`config.mk`:
```
export PLATFORM = sky130hd
export DESIGN_NAME = waveform_logging_trigger
export DESIGN_NICKNAME = d
export VERILOG_FILES = /design/src/hdl/wlt_pkg.sv /design/src/hdl/cfg_port_if.sv /design/src/hdl/cfg_mem.sv /design/src/hdl/comm_tick_gen.sv /design/src/hdl/waveform_logging_trigger.sv
export VERILOG_INCLUDE_DIRS = /design/src /design/src/hdl
export SDC_FILE = /design/constraint.sdc
export NUM_CORES = 2
export LEC_CHECK = 0
export BUFFER_PORTS_ARGS = -buffer_cell sky130_fd_sc_hd__buf_4
export CAP_MARGIN = 20
export CORE_ASPECT_RATIO = 0.8
export CORE_UTILIZATION = 45
export DETAILED_ROUTE_END_ITERATION = 10
export PLACE_DENSITY = 0.63
export SLEW_MARGIN = 20
export SYNTH_ARGS = -nofsm -noshare
export SYNTH_HDL_FRONTEND = slang
export SYNTH_SLANG_ARGS = --single-unit
```
`constraint.sdc`:
```
create_clock -name mclk -period 32.1 [get_ports mclk]
set_clock_uncertainty 0.2 [all_clocks]
set_input_delay 3.21 -clock mclk [delete_from_list [all_inputs] [get_ports mclk]]
set_output_delay 3.21 -clock mclk [all_outputs]
set_load 0.05 [all_outputs]
```
`src/hdl/wlt_consts.svh`:
```
// constants for the waveform logging trigger block
`ifndef WLT_CONSTS_SVH
`define WLT_CONSTS_SVH
// clock rate, communication cycle choices and number of trigger settings
`define WLT_CLK_MHZ        200
`define WLT_CYC0_US        500
`define WLT_CYC1_US        1000
`define WLT_CYC2_US        2000
`define WLT_CYC3_US        4000
`define WLT_NUM_TRIG       16
// register byte offsets
`define WLT_OFF_CTRL       12'h000
`define WLT_OFF_STATUS     12'h004
`define WLT_OFF_CFG_SEL    12'h008
`define WLT_OFF_CFG_WORD   12'h00C
`define WLT_OFF_WINDOW     12'h010
// control fields
`define WLT_CTRL_EN_BIT    0
`define WLT_CTRL_CYC_LSB   1
`define WLT_CTRL_RUN_LSB   4
`define WLT_CTRL_RST       32'h00000000
// status fields
`define WLT_ST_ACTIVE_BIT  0
`define WLT_ST_PRESENT_BIT 1
`define WLT_ST_EN_BIT      2
`define WLT_ST_STATE_LSB   4
`define WLT_ST_INDEX_LSB   8
// per-trigger configuration word fields
`define WLT_F_MULT_LSB     0
`define WLT_F_COUNT_LSB    8
`define WLT_F_MODE_LSB     19
`define WLT_F_POS_LSB      21
`define WLT_F_COMB_LSB     24
`define WLT_F_EDGEA_LSB    26
`define WLT_F_EDGEB_LSB    28
`define WLT_CFG_RST        32'h00000801
// accepted ranges
`define WLT_MULT_MIN       1
`define WLT_MULT_MAX       255
`define WLT_COUNT_MIN      8
`define WLT_COUNT_MAX      1024
`endif

```
`src/hdl/wlt_pkg.sv`:
```
// types shared by the waveform logging trigger modules
`default_nettype none
package wlt_pkg;
  typedef enum logic [1:0] {
    MODE_SINGLE = 2'h0,
    MODE_NORMAL = 2'h1,
    MODE_AUTO   = 2'h2
  } mode_t;
  typedef enum logic [1:0] {
    COMB_A   = 2'h0,
    COMB_B   = 2'h1,
    COMB_AND = 2'h2,
    COMB_OR  = 2'h3
  } comb_t;
  typedef enum logic [1:0] {
    EDGE_OFF  = 2'h0,
    EDGE_RISE = 2'h1,
    EDGE_FALL = 2'h2,
    EDGE_BOTH = 2'h3
  } edge_t;
  typedef enum logic [3:0] {
    ST_IDLE = 4'h1,
    ST_PRE  = 4'h2,
    ST_POST = 4'h4,
    ST_DONE = 4'h8
  } state_t;
endpackage
`default_nettype wire

```
`src/hdl/cfg_port_if.sv`:
```
// write port and two read ports of the trigger settings memory
`default_nettype none
interface cfg_port_if #(parameter int AW = 4, parameter int DW = 32);
  logic          we;
  logic [AW-1:0] waddr;
  logic [DW-1:0] wdata;
  logic [AW-1:0] raddr_a;
  logic [DW-1:0] rdata_a;
  logic [AW-1:0] raddr_b;
  logic [DW-1:0] rdata_b;
  modport mem  (input we, waddr, wdata, raddr_a, raddr_b, output rdata_a, rdata_b);
  modport user (output we, waddr, wdata, raddr_a, raddr_b, input rdata_a, rdata_b);
endinterface
`default_nettype wire

```
`src/hdl/cfg_mem.sv`:
```
// per-trigger settings store with registered read ports
`default_nettype none
`include "wlt_consts.svh"
module cfg_mem #(
  parameter int DEPTH = `WLT_NUM_TRIG,
  parameter int AW    = 4,
  parameter int DW    = 32
) (
  input  wire logic   mclk,
  input  wire logic   sys_rst,
  cfg_port_if.mem     port
);
  logic [DW-1:0] store [DEPTH];

  // reset gives every trigger a legal default setting
  always_ff @(posedge mclk or posedge sys_rst) begin
    if (sys_rst) begin
      for (int i = 0; i < DEPTH; i++) begin
        store[i] <= DW'(`WLT_CFG_RST);
      end
    end else if (port.we) begin
      store[port.waddr] <= port.wdata;
    end
  end

  // read data comes out of registers, one cycle behind the address
  always_ff @(posedge mclk or posedge sys_rst) begin
    if (sys_rst) begin
      port.rdata_a <= '0;
      port.rdata_b <= '0;
    end else begin
      port.rdata_a <= store[port.raddr_a];
      port.rdata_b <= store[port.raddr_b];
    end
  end
endmodule
`default_nettype wire

```
`src/hdl/comm_tick_gen.sv`:
```
// communication cycle tick divider
`default_nettype none
module comm_tick_gen #(
  parameter int CNT0 = 100000,
  parameter int CNT1 = 200000,
  parameter int CNT2 = 400000,
  parameter int CNT3 = 800000
) (
  input  wire logic       mclk,
  input  wire logic       sys_rst,
  input  wire logic       run,
  input  wire logic [1:0] cyc_sel,
  output logic            tick
);
  logic [19:0] cnt;
  logic [19:0] limit;

  // period in clocks for the selected cycle
  always_comb begin
    unique case (cyc_sel)
      2'h0: limit = 20'(CNT0 - 1);
      2'h1: limit = 20'(CNT1 - 1);
      2'h2: limit = 20'(CNT2 - 1);
      2'h3: limit = 20'(CNT3 - 1);
    endcase
  end

  // restarts with run so the first tick is one full cycle after start
  always_ff @(posedge mclk or posedge sys_rst) begin
    if (sys_rst) begin
      cnt  <= '0;
      tick <= 1'b0;
    end else if (!run) begin
      cnt  <= '0;
      tick <= 1'b0;
    end else begin
      tick <= (cnt == limit);
      cnt  <= (cnt == limit) ? '0 : cnt + 20'h00001;
    end
  end
endmodule
`default_nettype wire

```
`src/hdl/waveform_logging_trigger.sv`:
```
// waveform logging trigger and sampling control with apb registers
// Operation
// - sampling period is the communication cycle times the trigger's multiplier
// - multiplier is accepted only from 1 to 255
// - communication cycle is selectable as 500, 1000, 2000 or 4000 us
// - samples per run equal measurement time over sampling period
// - sample count is accepted only from 8 to 1024
// - window is cycle times multiplier times sample count
// - window spans 4 ms to 130.560 s at 0.5 ms, up to 1044.480 s
// - single mode captures one run on the first trigger, then stays done
// - normal mode captures a run on every trigger taken in the pre-trigger state, then re-arms
// - combination A fires when condition A is met
// - combination B fires when condition B is met
// - combination A and B fires only when both are met together
// - combination A or B fires when either condition is met
// - auto mode raises the active flag at once on start
// - each condition is a rising, falling or either edge of a bit
// - sixteen trigger numbers each keep their own settings
// - dropping the logging enable aborts a run in progress
`default_nettype none
`include "wlt_consts.svh"
module waveform_logging_trigger #(
  parameter int CYC0_CLKS = `WLT_CYC0_US * `WLT_CLK_MHZ,
  parameter int CYC1_CLKS = `WLT_CYC1_US * `WLT_CLK_MHZ,
  parameter int CYC2_CLKS = `WLT_CYC2_US * `WLT_CLK_MHZ,
  parameter int CYC3_CLKS = `WLT_CYC3_US * `WLT_CLK_MHZ
) (
  input  wire logic        mclk,
  input  wire logic        sys_rst,
  input  wire logic        psel,
  input  wire logic        penable,
  input  wire logic        pwrite,
  input  wire logic [11:0] paddr,
  input  wire logic [31:0] pwdata,
  output logic      [31:0] prdata,
  output logic             pready,
  output logic             pslverr,
  input  wire logic [15:0] cond_a_bits,
  input  wire logic [15:0] cond_b_bits,
  output logic             sample_strobe,
  output logic      [10:0] sample_index,
  output logic      [3:0]  sample_trig_no,
  output logic             trigger_hit,
  output logic             logging_active,
  output logic             data_present
);
  import wlt_pkg::*;

  // settings word decode
  function automatic logic [7:0] f_mult(input logic [31:0] w);
    return w[`WLT_F_MULT_LSB +: 8];
  endfunction
  function automatic logic [10:0] f_count(input logic [31:0] w);
    return w[`WLT_F_COUNT_LSB +: 11];
  endfunction

  // range check applied to every settings write
  function automatic logic cfg_ok(input logic [31:0] w);
    return (f_mult(w) >= 8'(`WLT_MULT_MIN)) && (f_mult(w) <= 8'(`WLT_MULT_MAX))
        && (f_count(w) >= 11'(`WLT_COUNT_MIN)) && (f_count(w) <= 11'(`WLT_COUNT_MAX))
        && (w[`WLT_F_MODE_LSB +: 2] != 2'h3);
  endfunction

  function automatic logic [12:0] cycle_us(input logic [1:0] s);
    logic [12:0] r;
    r = 13'h0000;
    unique case (s)
      2'h0: r = 13'(`WLT_CYC0_US);
      2'h1: r = 13'(`WLT_CYC1_US);
      2'h2: r = 13'(`WLT_CYC2_US);
      2'h3: r = 13'(`WLT_CYC3_US);
    endcase
    return r;
  endfunction

  // window in microseconds; 4000*255*1024 still fits 32 bits
  function automatic logic [31:0] window_us(input logic [1:0] s, input logic [31:0] w);
    return 32'(cycle_us(s)) * 32'(f_mult(w)) * 32'(f_count(w));
  endfunction

  function automatic logic edge_hit(input edge_t m, input logic p, input logic c);
    logic r;
    r = 1'b0;
    unique case (m)
      EDGE_OFF:  r = 1'b0;
      EDGE_RISE: r = !p && c;
      EDGE_FALL: r = p && !c;
      EDGE_BOTH: r = p != c;
    endcase
    return r;
  endfunction

  logic [31:0] ctrl;
  logic [3:0]  cfg_sel;
  logic        rd_wait;
  logic        en_d;
  logic        en_d2;
  logic        start;
  logic        enable;
  logic [1:0]  cyc_sel;
  logic [3:0]  run_sel;
  logic        comm_tick;
  logic        running;
  logic        sample_tick;
  logic [7:0]  mult_cnt;
  logic [31:0] cur_cfg;
  logic [10:0] pre_need;
  logic [10:0] pre_cnt;
  logic [10:0] post_left;
  logic [10:0] idx;
  logic        prev_a;
  logic        prev_b;
  logic        ev_a;
  logic        ev_b;
  logic        hit_a;
  logic        hit_b;
  logic        fire;
  logic        accept;
  logic        wr_acc;
  logic        rd_acc;
  logic        addr_ok;
  logic        wr_bad;
  logic [31:0] rd_mux;
  state_t      state;
  mode_t       cur_mode;
  comb_t       cur_comb;

  cfg_port_if #(.AW(4), .DW(32)) cfg_bus ();

  cfg_mem #(.DEPTH(`WLT_NUM_TRIG), .AW(4), .DW(32)) u_mem (
    .mclk    (mclk),
    .sys_rst (sys_rst),
    .port    (cfg_bus.mem)
  );

  comm_tick_gen #(
    .CNT0 (CYC0_CLKS),
    .CNT1 (CYC1_CLKS),
    .CNT2 (CYC2_CLKS),
    .CNT3 (CYC3_CLKS)
  ) u_tick (
    .mclk    (mclk),
    .sys_rst (sys_rst),
    .run     (running),
    .cyc_sel (cyc_sel),
    .tick    (comm_tick)
  );

  // control fields
  assign enable  = ctrl[`WLT_CTRL_EN_BIT];
  assign cyc_sel = ctrl[`WLT_CTRL_CYC_LSB +: 2];
  assign run_sel = ctrl[`WLT_CTRL_RUN_LSB +: 4];

  // apb decode; writes take no wait, reads take one for the memory port
  assign wr_acc  = psel && penable && pwrite;
  assign rd_acc  = psel && penable && !pwrite;
  assign addr_ok = (paddr == `WLT_OFF_CTRL) || (paddr == `WLT_OFF_STATUS)
                || (paddr == `WLT_OFF_CFG_SEL) || (paddr == `WLT_OFF_CFG_WORD)
                || (paddr == `WLT_OFF_WINDOW);
  assign wr_bad  = pwrite && ((paddr == `WLT_OFF_STATUS) || (paddr == `WLT_OFF_WINDOW)
                || ((paddr == `WLT_OFF_CFG_WORD) && !cfg_ok(pwdata)));
  assign pready  = pwrite ? 1'b1 : rd_wait;
  assign pslverr = psel && penable && pready && (!addr_ok || wr_bad);

  assign cfg_bus.we      = wr_acc && (paddr == `WLT_OFF_CFG_WORD) && cfg_ok(pwdata);
  assign cfg_bus.waddr   = cfg_sel;
  assign cfg_bus.wdata   = pwdata;
  assign cfg_bus.raddr_a = cfg_sel;
  assign cfg_bus.raddr_b = run_sel;

  // control and selection registers
  always_ff @(posedge mclk or posedge sys_rst) begin
    if (sys_rst) begin
      ctrl    <= `WLT_CTRL_RST;
      cfg_sel <= 4'h0;
    end else if (wr_acc && (paddr == `WLT_OFF_CTRL)) begin
      ctrl    <= {24'h000000, pwdata[7:0]};
    end else if (wr_acc && (paddr == `WLT_OFF_CFG_SEL)) begin
      cfg_sel <= pwdata[3:0];
    end
  end

  // read mux; unused bits read zero except ctrl bit 3 and settings word bits 30-31
  always_comb begin
    rd_mux = 32'h00000000;
    unique case (paddr)
      `WLT_OFF_CTRL:     rd_mux = ctrl;
      `WLT_OFF_CFG_SEL:  rd_mux = {28'h0000000, cfg_sel};
      `WLT_OFF_CFG_WORD: rd_mux = cfg_bus.rdata_a;
      // window readback of the edited trigger
      `WLT_OFF_WINDOW:   rd_mux = window_us(cyc_sel, cfg_bus.rdata_a);
      `WLT_OFF_STATUS: begin
        rd_mux[`WLT_ST_ACTIVE_BIT]     = logging_active;
        rd_mux[`WLT_ST_PRESENT_BIT]    = data_present;
        rd_mux[`WLT_ST_EN_BIT]         = enable;
        rd_mux[`WLT_ST_STATE_LSB +: 4] = state;
        rd_mux[`WLT_ST_INDEX_LSB +: 11] = idx;
      end
      default:           rd_mux = 32'h00000000;
    endcase
  end

  // read wait state and registered read data
  always_ff @(posedge mclk or posedge sys_rst) begin
    if (sys_rst) begin
      rd_wait <= 1'b0;
      prdata  <= 32'h00000000;
    end else begin
      rd_wait <= rd_acc && !rd_wait;
      if (rd_acc && !rd_wait) begin
        prdata <= addr_ok ? rd_mux : 32'h00000000;
      end
    end
  end

  // start is delayed one cycle so the run trigger's settings are read back
  always_ff @(posedge mclk or posedge sys_rst) begin
    if (sys_rst) begin
      en_d  <= 1'b0;
      en_d2 <= 1'b0;
    end else begin
      en_d  <= enable;
      en_d2 <= en_d;
    end
  end
  assign start = en_d && !en_d2 && enable;

  // latched settings for the current run
  assign cur_mode = mode_t'(cur_cfg[`WLT_F_MODE_LSB +: 2]);
  assign cur_comb = comb_t'(cur_cfg[`WLT_F_COMB_LSB +: 2]);
  // sampling period counter in communication ticks
  assign running     = (state == ST_PRE) || (state == ST_POST);
  assign sample_tick = comm_tick && (mult_cnt == (f_mult(cur_cfg) - 8'h01));
  always_ff @(posedge mclk or posedge sys_rst) begin
    if (sys_rst) begin
      mult_cnt <= 8'h00;
    end else if (!running) begin
      mult_cnt <= 8'h00;
    end else if (comm_tick) begin
      mult_cnt <= sample_tick ? 8'h00 : mult_cnt + 8'h01;
    end
  end

  // edge detection on the monitored bits
  assign ev_a = edge_hit(edge_t'(cur_cfg[`WLT_F_EDGEA_LSB +: 2]), prev_a, cond_a_bits[run_sel]);
  assign ev_b = edge_hit(edge_t'(cur_cfg[`WLT_F_EDGEB_LSB +: 2]), prev_b, cond_b_bits[run_sel]);

  // edges held until the next sample boundary; a new edge wins over the clear
  always_ff @(posedge mclk or posedge sys_rst) begin
    if (sys_rst) begin
      prev_a <= 1'b0;
      prev_b <= 1'b0;
      hit_a  <= 1'b0;
      hit_b  <= 1'b0;
    end else begin
      prev_a <= cond_a_bits[run_sel];
      prev_b <= cond_b_bits[run_sel];
      if (!running || sample_tick) begin
        hit_a <= ev_a && running;
        hit_b <= ev_b && running;
      end else begin
        hit_a <= hit_a || ev_a;
        hit_b <= hit_b || ev_b;
      end
    end
  end

  // combination of the two conditions within one sampling period
  always_comb begin
    fire = 1'b0;
    unique case (cur_comb)
      COMB_A:   fire = hit_a;
      COMB_B:   fire = hit_b;
      COMB_AND: fire = hit_a && hit_b;
      COMB_OR:  fire = hit_a || hit_b;
    endcase
  end
  // trigger is only taken once the pre-trigger slots are full
  assign accept = (state == ST_PRE) && sample_tick && fire && (pre_cnt == pre_need);

  // capture sequencer
  always_ff @(posedge mclk or posedge sys_rst) begin
    if (sys_rst) begin
      state          <= ST_IDLE;
      cur_cfg        <= `WLT_CFG_RST;
      pre_need       <= 11'h000;
      pre_cnt        <= 11'h000;
      post_left      <= 11'h000;
      idx            <= 11'h000;
      logging_active <= 1'b0;
      data_present   <= 1'b0;
    end else if (!enable) begin
      state          <= ST_IDLE;
      logging_active <= 1'b0;
    end else if (start) begin
      cur_cfg      <= cfg_bus.rdata_b;
      data_present <= 1'b0;
      idx          <= 11'h000;
      pre_cnt      <= 11'h000;
      pre_need     <= 11'(({14'(f_count(cfg_bus.rdata_b))
                      * 14'(cfg_bus.rdata_b[`WLT_F_POS_LSB +: 3])}) >> 3);
      if (mode_t'(cfg_bus.rdata_b[`WLT_F_MODE_LSB +: 2]) == MODE_AUTO) begin
        // active at once, window runs from start
        state          <= ST_POST;
        logging_active <= 1'b1;
        post_left      <= f_count(cfg_bus.rdata_b);
      end else begin
        state <= ST_PRE;
      end
    end else begin
      unique case (state)
        ST_IDLE, ST_DONE: begin
          state <= state;
        end
        ST_PRE: begin
          if (accept) begin
            // trigger sample opens the post-trigger part
            logging_active <= 1'b1;
            idx            <= pre_need + 11'h001;
            post_left      <= f_count(cur_cfg) - pre_need - 11'h001;
            if (f_count(cur_cfg) - pre_need == 11'h001) begin
              logging_active <= 1'b0;
              data_present   <= 1'b1;
              state          <= (cur_mode == MODE_NORMAL) ? ST_PRE : ST_DONE;
              idx            <= 11'h000;
              pre_cnt        <= 11'h000;
            end else begin
              state <= ST_POST;
            end
          end else if (sample_tick && (pre_need != 11'h000)) begin
            // pre-trigger ring, slot wraps at the pre length
            pre_cnt <= (pre_cnt == pre_need) ? pre_cnt : pre_cnt + 11'h001;
            idx     <= (idx == pre_need - 11'h001) ? 11'h000 : idx + 11'h001;
          end
        end
        ST_POST: begin
          if (sample_tick) begin
            // run ends after the configured sample count
            if (post_left == 11'h001) begin
              logging_active <= 1'b0;
              data_present   <= 1'b1;
              // single and auto stop, normal re-arms
              state          <= (cur_mode == MODE_NORMAL) ? ST_PRE : ST_DONE;
              idx            <= 11'h000;
              pre_cnt        <= 11'h000;
            end else begin
              post_left <= post_left - 11'h001;
              idx       <= idx + 11'h001;
            end
          end
        end
      endcase
    end
  end

  // sample strobe toward the storage, registered with its slot and trigger number
  always_ff @(posedge mclk or posedge sys_rst) begin
    if (sys_rst) begin
      sample_strobe  <= 1'b0;
      sample_index   <= 11'h000;
      sample_trig_no <= 4'h0;
      trigger_hit    <= 1'b0;
    end else begin
      // one strobe per sampling boundary while capturing
      sample_strobe  <= enable && !start && sample_tick
                     && ((state == ST_POST) || accept || (pre_need != 11'h000));
      // the trigger sample always lands in the slot just after the pre ring
      sample_index   <= accept ? pre_need : idx;
      sample_trig_no <= run_sel;
      trigger_hit    <= enable && !start && accept;
    end
  end
endmodule
`default_nettype wire

```
Yosys cells after proc, flatten, opt, wreduce, memory -nomap -nowiden. Cells that the tools add are included.

Word-level logic and storage cells: 269. Bits of input ports: 81. Flip-flop bits (word level): 751. Memory bits (writable): 0. Output and inout port bits: 53. Memories kept: 0. Bits in latches: 0. Memory bits (read-only): 0.

Magnitude comparators: 8. $add $sub $neg: 10. Eq/ne operators: 47. Bitwise logic cells: 3. Shift operators: 0. Divide/modulo/power cells: 0. Multiply operators: 3. Mux-type cells: 79. Reductions and logical operators: 76.

Operators with widths (count): bitwise mux 512 bit (1); binary-select mux 32 bit (select 4 bit) (2); two-way mux 11 bit (20); demux 32 bit (select 4 bit) (1); two-way mux 32 bit (4); one-hot mux 20 bit (4 select lines) (1); one-hot mux 11 bit (2 select lines) (3); two-way mux 30 bit (2); one-hot mux 15 bit (4 select lines) (1); one-hot mux 13 bit (4 select lines) (1); two-way mux 20 bit (2); logical AND 1 bit (35); adder 11 x 1 -> 11 bit, second input constant (3); subtractor 11 x 1 -> 11 bit, second input constant (3); multiplier 21 x 11 -> 32 bit (1); two-way mux 4 bit (7); one-hot mux 13 bit (2 select lines) (1); == test 12 x 4 -> 1 bit, second input constant (2); two-way mux 8 bit (3); == test 11 x 1 -> 1 bit, second input constant (2); == test 11 bit (2); multiplier 13 x 8 -> 21 bit (1); adder 20 x 1 -> 20 bit, second input constant (1); == test 20 bit (1); 50 further kinds (126).

Depth between registers and ports, before layout.
Word-level depth: 11. Mapped depth: 42. Depth with buffers taken out: 40.

Cells and area by module. A second synthesis with hierarchy kept.

Cell total of the unflattened synthesis: 4035. Area, all modules: 48451.5 sq um.

Modules (own cells, without submodules): cfg_mem (seq. area each 14453.9 sq um, instances 1, cells an instance 1741, area an instance 28135.7 sq um); waveform_logging_trigger (seq. area each 3832.4 sq um, instances 1, cells an instance 2173, area an instance 19128.3 sq um); comm_tick_gen (seq. area each 525.5 sq um, instances 1, cells an instance 121, area an instance 1187.4 sq um).

Least setup slack after synthesis. Ideal clock, no wire load.

Path kind: flip-flop to flip-flop. Start: register ctrl[2]. End: register prdata[31]. Setup slack: 22213 ps. Setup time: 134 ps. Stages on the path, launching flop included: 39. Arrival time: 9553 ps. Clock period less this slack: 9887 ps. Cells stage by stage: dfrtp_1 clkbuf_1 inv_1 ha_1 clkbuf_1 o21ai_0 fa_1 fa_1 inv_1 fa_1 inv_1 fa_1 inv_1 ha_1 o21a_1 nor2_1 a211o_1 a31oi_1 (+3 left out) fa_1 fa_1 inv_1 fa_1 fa_1 inv_1 fa_1 inv_1 ha_1 and4_1 a21oi_1 o21ai_0 a311o_1 a211oi_1 o21ai_0 a21oi_1 xnor2_1 o22ai_1.

Longest elaborated chain between the ends: 7. Elaborated cells between the ends (all ways): 10.

RTL lines: start, declared (RTL line waveform_logging_trigger.sv:93) `logic [31:0] ctrl;`; start signal, assigned (RTL line waveform_logging_trigger.sv:174) `` ctrl <= `WLT_CTRL_RST; ``; start signal, assigned (RTL line waveform_logging_trigger.sv:177) `ctrl <= {24'h000000, pwdata[7:0]};`; == test 2 bit, or another cell as far along (RTL line waveform_logging_trigger.sv:67) `unique case (s)`; one-hot mux 13 bit (4 select lines) * (RTL line waveform_logging_trigger.sv:67); two-way mux 13 bit * (RTL line waveform_logging_trigger.sv:186) `unique case (paddr)`; multiplier 13 x 8 -> 21 bit * (RTL line waveform_logging_trigger.sv:78) `return 32'(cycle_us(s)) * 32'(f_mult(w)) * 32'(f_count(w));`; multiplier 21 x 11 -> 32 bit * (RTL line waveform_logging_trigger.sv:78); one-hot mux 13 bit (2 select lines) * (RTL line waveform_logging_trigger.sv:186); two-way mux 32 bit * (RTL line waveform_logging_trigger.sv:211) `prdata <= addr_ok ? rd_mux : 32'h00000000;`; end signal, assigned (RTL line waveform_logging_trigger.sv:211); end, declared (RTL line waveform_logging_trigger.sv:35) `output logic [31:0] prdata,`.

Mark *: on every way between the ends. The rest lies on a longest branch, timed or not. The select of a mux whose other input is x is not followed. A chain may end at the register's enable or synchronous reset.

Worst setup path in the final report. Ends and elaborated chain as after synthesis.

==> reports/summary.txt <==
status: completed
pwr dens: 36.6 nW/um^2
pin count of the biggest net entering global routing: 117
Pwr Total: 1.95 mW
Die Y: 295 um
final hold slack: 0.183 ns
initial antenna violation count: 10
hold depth: 0
post-synthesis mux area share: 0.274
vias per inst: 5.90
flops & latches, synth: 748
gr usage total: 0.244
wire length per cell: 23.8 um
worst hold endpoint: en_d2$_DFF_PP0_
Slew Limit Fails: 0
Cells after Synth: 3952
post-CTS setup buffers: 0
FMAX: 0.0883 GHz
DP Area: 50600 um^2
initial DRC count: 2477
clk sink count: 748
Die ar.: 109000 um^2
Post-CTS Resized: 0
port buffer count: 133
DRT antenna net count: 0
Initial Util: 0.454
final hold vios: 0
sequential share of the synthesized area: 0.388
hpwl dp: 86000 um
CORE AREA: 106000 um^2
CTS H-Tree Depth: 3
kind of cell adding the most delay to the critical path: adder cells
final worst path period share: 0.353
worst reg2reg path depth: 35
Min-Delay Startpoint: en_d$_DFF_PP0_
compound-cell area share of the yosys netlist: 0.0522
Area growth syn-to-layout: 10.0%
Crit path largest cell delay: 0.78 ns
post-synthesis xor/xnor area fraction: 0.0228
TritonRoute pass-1 iters: 5
setup repair after global routing missed its margin: false
Yosys warnings: 0
DIE WIDTH: 368 um
worst-case clock buffer depth: 3
Clock Power Share: 0.481
WP buf/inv: 6
via count: 32100
Sequential Power Share: 0.487
largest family of logic cells by synthesized area: multiplexers
Max Cap Viol: 0
CP Capture Type: register
adder-cell share of the synthesized area: 0.127
vias in the first global route: 32700
layout cells sized above 1: 0.283
Fin Setup TNS: 0 ns
Rel. slew slack: 0.207
share of the synthesized area in the top cell type: 0.369
CP arrival: 11.65 ns
NumNets Final: 4393
synthesized cell area: 48300 um^2
most frequent CP cell: fa_1
clock slew at reported path FFs: 0.06 ns
Crit-path slowest cell: xor2_1
Crit Reg-Reg Startpoint: ctrl[2]$_DFFE_PP0P_
Area contributors post-synth: dfrtp_1 37%, mux4_2 15%, mux2_2 9.8%, fa_1 8.7%, ha_1 4.0%
design area: 53200 um^2
Final min period: 11.32 ns
Syn Area/Cell: 12.2 um^2
commonest non-fill, non-tap cells in the layout: 705 x dfrtp_1, 420 x mux2_2, 344 x nand2_1
final wirelength: 129000 um
Cell Int Power: 1.50 mW
Final setup viols: 0
slew at the pin closest to its max-slew limit: 1.19 ns
HP Class: register to register
CTS tree: yes
EDFF count, synth: 0
most common cell after layout, fill and taps aside: dfrtp_1
Netlist cell types: 91
Worst R2R End: prdata[31]$_DFFE_PP0P_
Net Sw Frac: 0.232
maximum vdd drop: 0.0362 mV
area leader, netlist: dfrtp_1
global-route wire length before repair: 203000 um
grt ovf: 0
cts bufs inserted: 81
DR DRC count: 0
top_reg_cell synth: dfrtp_1
I/O Pins: 134
Psw: 452 uW
CTS Hold Bufs: 0
critical path class: register to register
RD Place Congestion: 0.885
R2R Setup Slk: 20.78 ns
CP Launch Type: register
crit path max fanout: 14
asr flop ratio synth: 1.00
Synthesized Nets: 4398
row cnt: 107
static leakage: 25.0 nW
Skew-Pair Late Insertion Delay: 0.68 ns
CP Data Required Time: 32.43 ns
Comb pwr share: 0.032
CTS root buffer: clkbuf_16
Simple-Gate Fraction of Synth Area: 0.0888
[metrics by stage]
| step | instances | util | worst slack [ns] |
|---|---|---|---|
| floorplan | 3952 | - | 7.76 |
| global placement | 5281 | 0.475 | 21.18 |
| detailed placement | 5281 | 0.475 | 20.93 |
| finish | 5432 | 0.500 | 20.78 |
| CTS | 5429 | 0.500 | 20.92 |
| global route | 5431 | 0.500 | 20.01 |
[flip-flops by register name (all words and copies together) (netlist names), 20 cells and up]
| name | cells |
|---|---|
| u_mem.store | 512 |
| prdata | 32 |
| u_mem.port.rdata_a | 32 |
| u_mem.port.rdata_b | 30 |
| cur_cfg | 27 |
| u_tick.cnt | 20 |
[synthesized netlist by cell type, types with 8 or more instances]
cell type	count
a211oi_1	15
a21o_1	27
a21oi_1	77
a222oi_1	9
a31oi_1	23
and2_1	119
and3_1	46
buf_1	60
buf_4	12
clkbuf_1	195
dfrtp_1	713
dfstp_2	35
fa_1	211
ha_1	154
inv_1	303
mux2_1	106
mux2_2	420
mux2i_1	14
mux4_2	320
nand2_1	353
nand2b_1	35
nand3_1	52
nand4_1	12
nor2_1	151
nor2b_1	11
nor3_1	32
nor4_1	15
o211ai_1	18
o21a_1	10
o21ai_0	103
o21ai_1	18
o21bai_1	8
o22ai_1	8
o31ai_1	8
or3_1	10
xnor2_1	69
xor2_1	57
[power groups by stage]
stage / clock [mW] / sequential, mW / combinational (mW)
6_report: 0.937 / 0.948 / 0.0633
5_1_grt: 0.991 / 0.948 / 0.0707
4_1_cts: 0.955 / 0.948 / 0.0650
3_5_place_dp: 0 / 0.966 / 0.0650
3_3_place_gp: 0 / 0.966 / 0.0647
2_1_floorplan: 0 / 0.976 / 0.0273
[per-layer routing]
layer / share of wire / vias to the layer above / wire length [um] / GRT usage
met5: 0.00035 / - / 45 / 0
met4: 0.029 / 8 / 3770 / 0.0728
met3: 0.062 / 211 / 8040 / 0.0436
met2: 0.46 / 1013 / 59000 / 0.374
met1: 0.45 / 16900 / 58400 / 0.355
li1: - / 14000 / - / -
[how the worst max path moves through the flow]
stage | slack (ns) | cells past startpoint | endpoint | from
finish | 20.78 | 35 | prdata[31]$_DFFE_PP0P_ | ctrl[2]$_DFFE_PP0P_
global route | 20.01 | 35 | prdata[31]$_DFFE_PP0P_ | ctrl[2]$_DFFE_PP0P_
CTS | 20.92 | 35 | prdata[31]$_DFFE_PP0P_ | ctrl[2]$_DFFE_PP0P_
detailed placement | 20.93 | 35 | prdata[31]$_DFFE_PP0P_ | ctrl[2]$_DFFE_PP0P_
global placement | 21.18 | 35 | prdata[31]$_DFFE_PP0P_ | ctrl[2]$_DFFE_PP0P_
floorplan | 7.76 | 1 | cfg_bus.raddr_a[0]$_DFFE_PP0P_ | sys_rst
[kinds of logic (layout without fill, tap and decap cells)]
| kind of cell | count (synthesis) | count (layout) |
|---|---|---|
| AO/OA/AOI/OAI | 390 | 390 |
| adder cells (fa/ha/maj) | 365 | 365 |
| XOR/XNOR | 126 | 126 |
| buffers and inverters | 579 | 639 |
| other | 0 | 3 |
| multiplexers | 860 | 860 |
| flip-flops | 748 | 748 |
| AND/OR/NAND/NOR | 884 | 884 |
[cell type report]
| class | instances | area [um^2] |
|---|---|---|
| fill | 9279 | 53200 |
| clock buffer | 125 | 2360 |
| timing repair buffer | 186 | 1420 |
| clock inverter | 23 | 256 |
| sequential | 748 | 18800 |
| inverter | 305 | 1150 |
| multi-input combinational | 2625 | 27400 |
| antenna | 3 | 7.51 |
| tap | 1417 | 1770 |
[worst register-to-register path: cells and delay by family, from the launching register on]
| family | cells | cell delay [ns] |
|---|---|---|
| flip-flops | 1 | 0.62 |
| adder cells (fa/ha/maj) | 12 | 5.59 |
| buffers and inverters | 6 | 0.46 |
| XOR/XNOR | 2 | 0.92 |
| AND/OR/NAND/NOR | 5 | 0.91 |
| AO/OA/AOI/OAI | 10 | 2.51 |
Power figures use the tool's default switching activity.
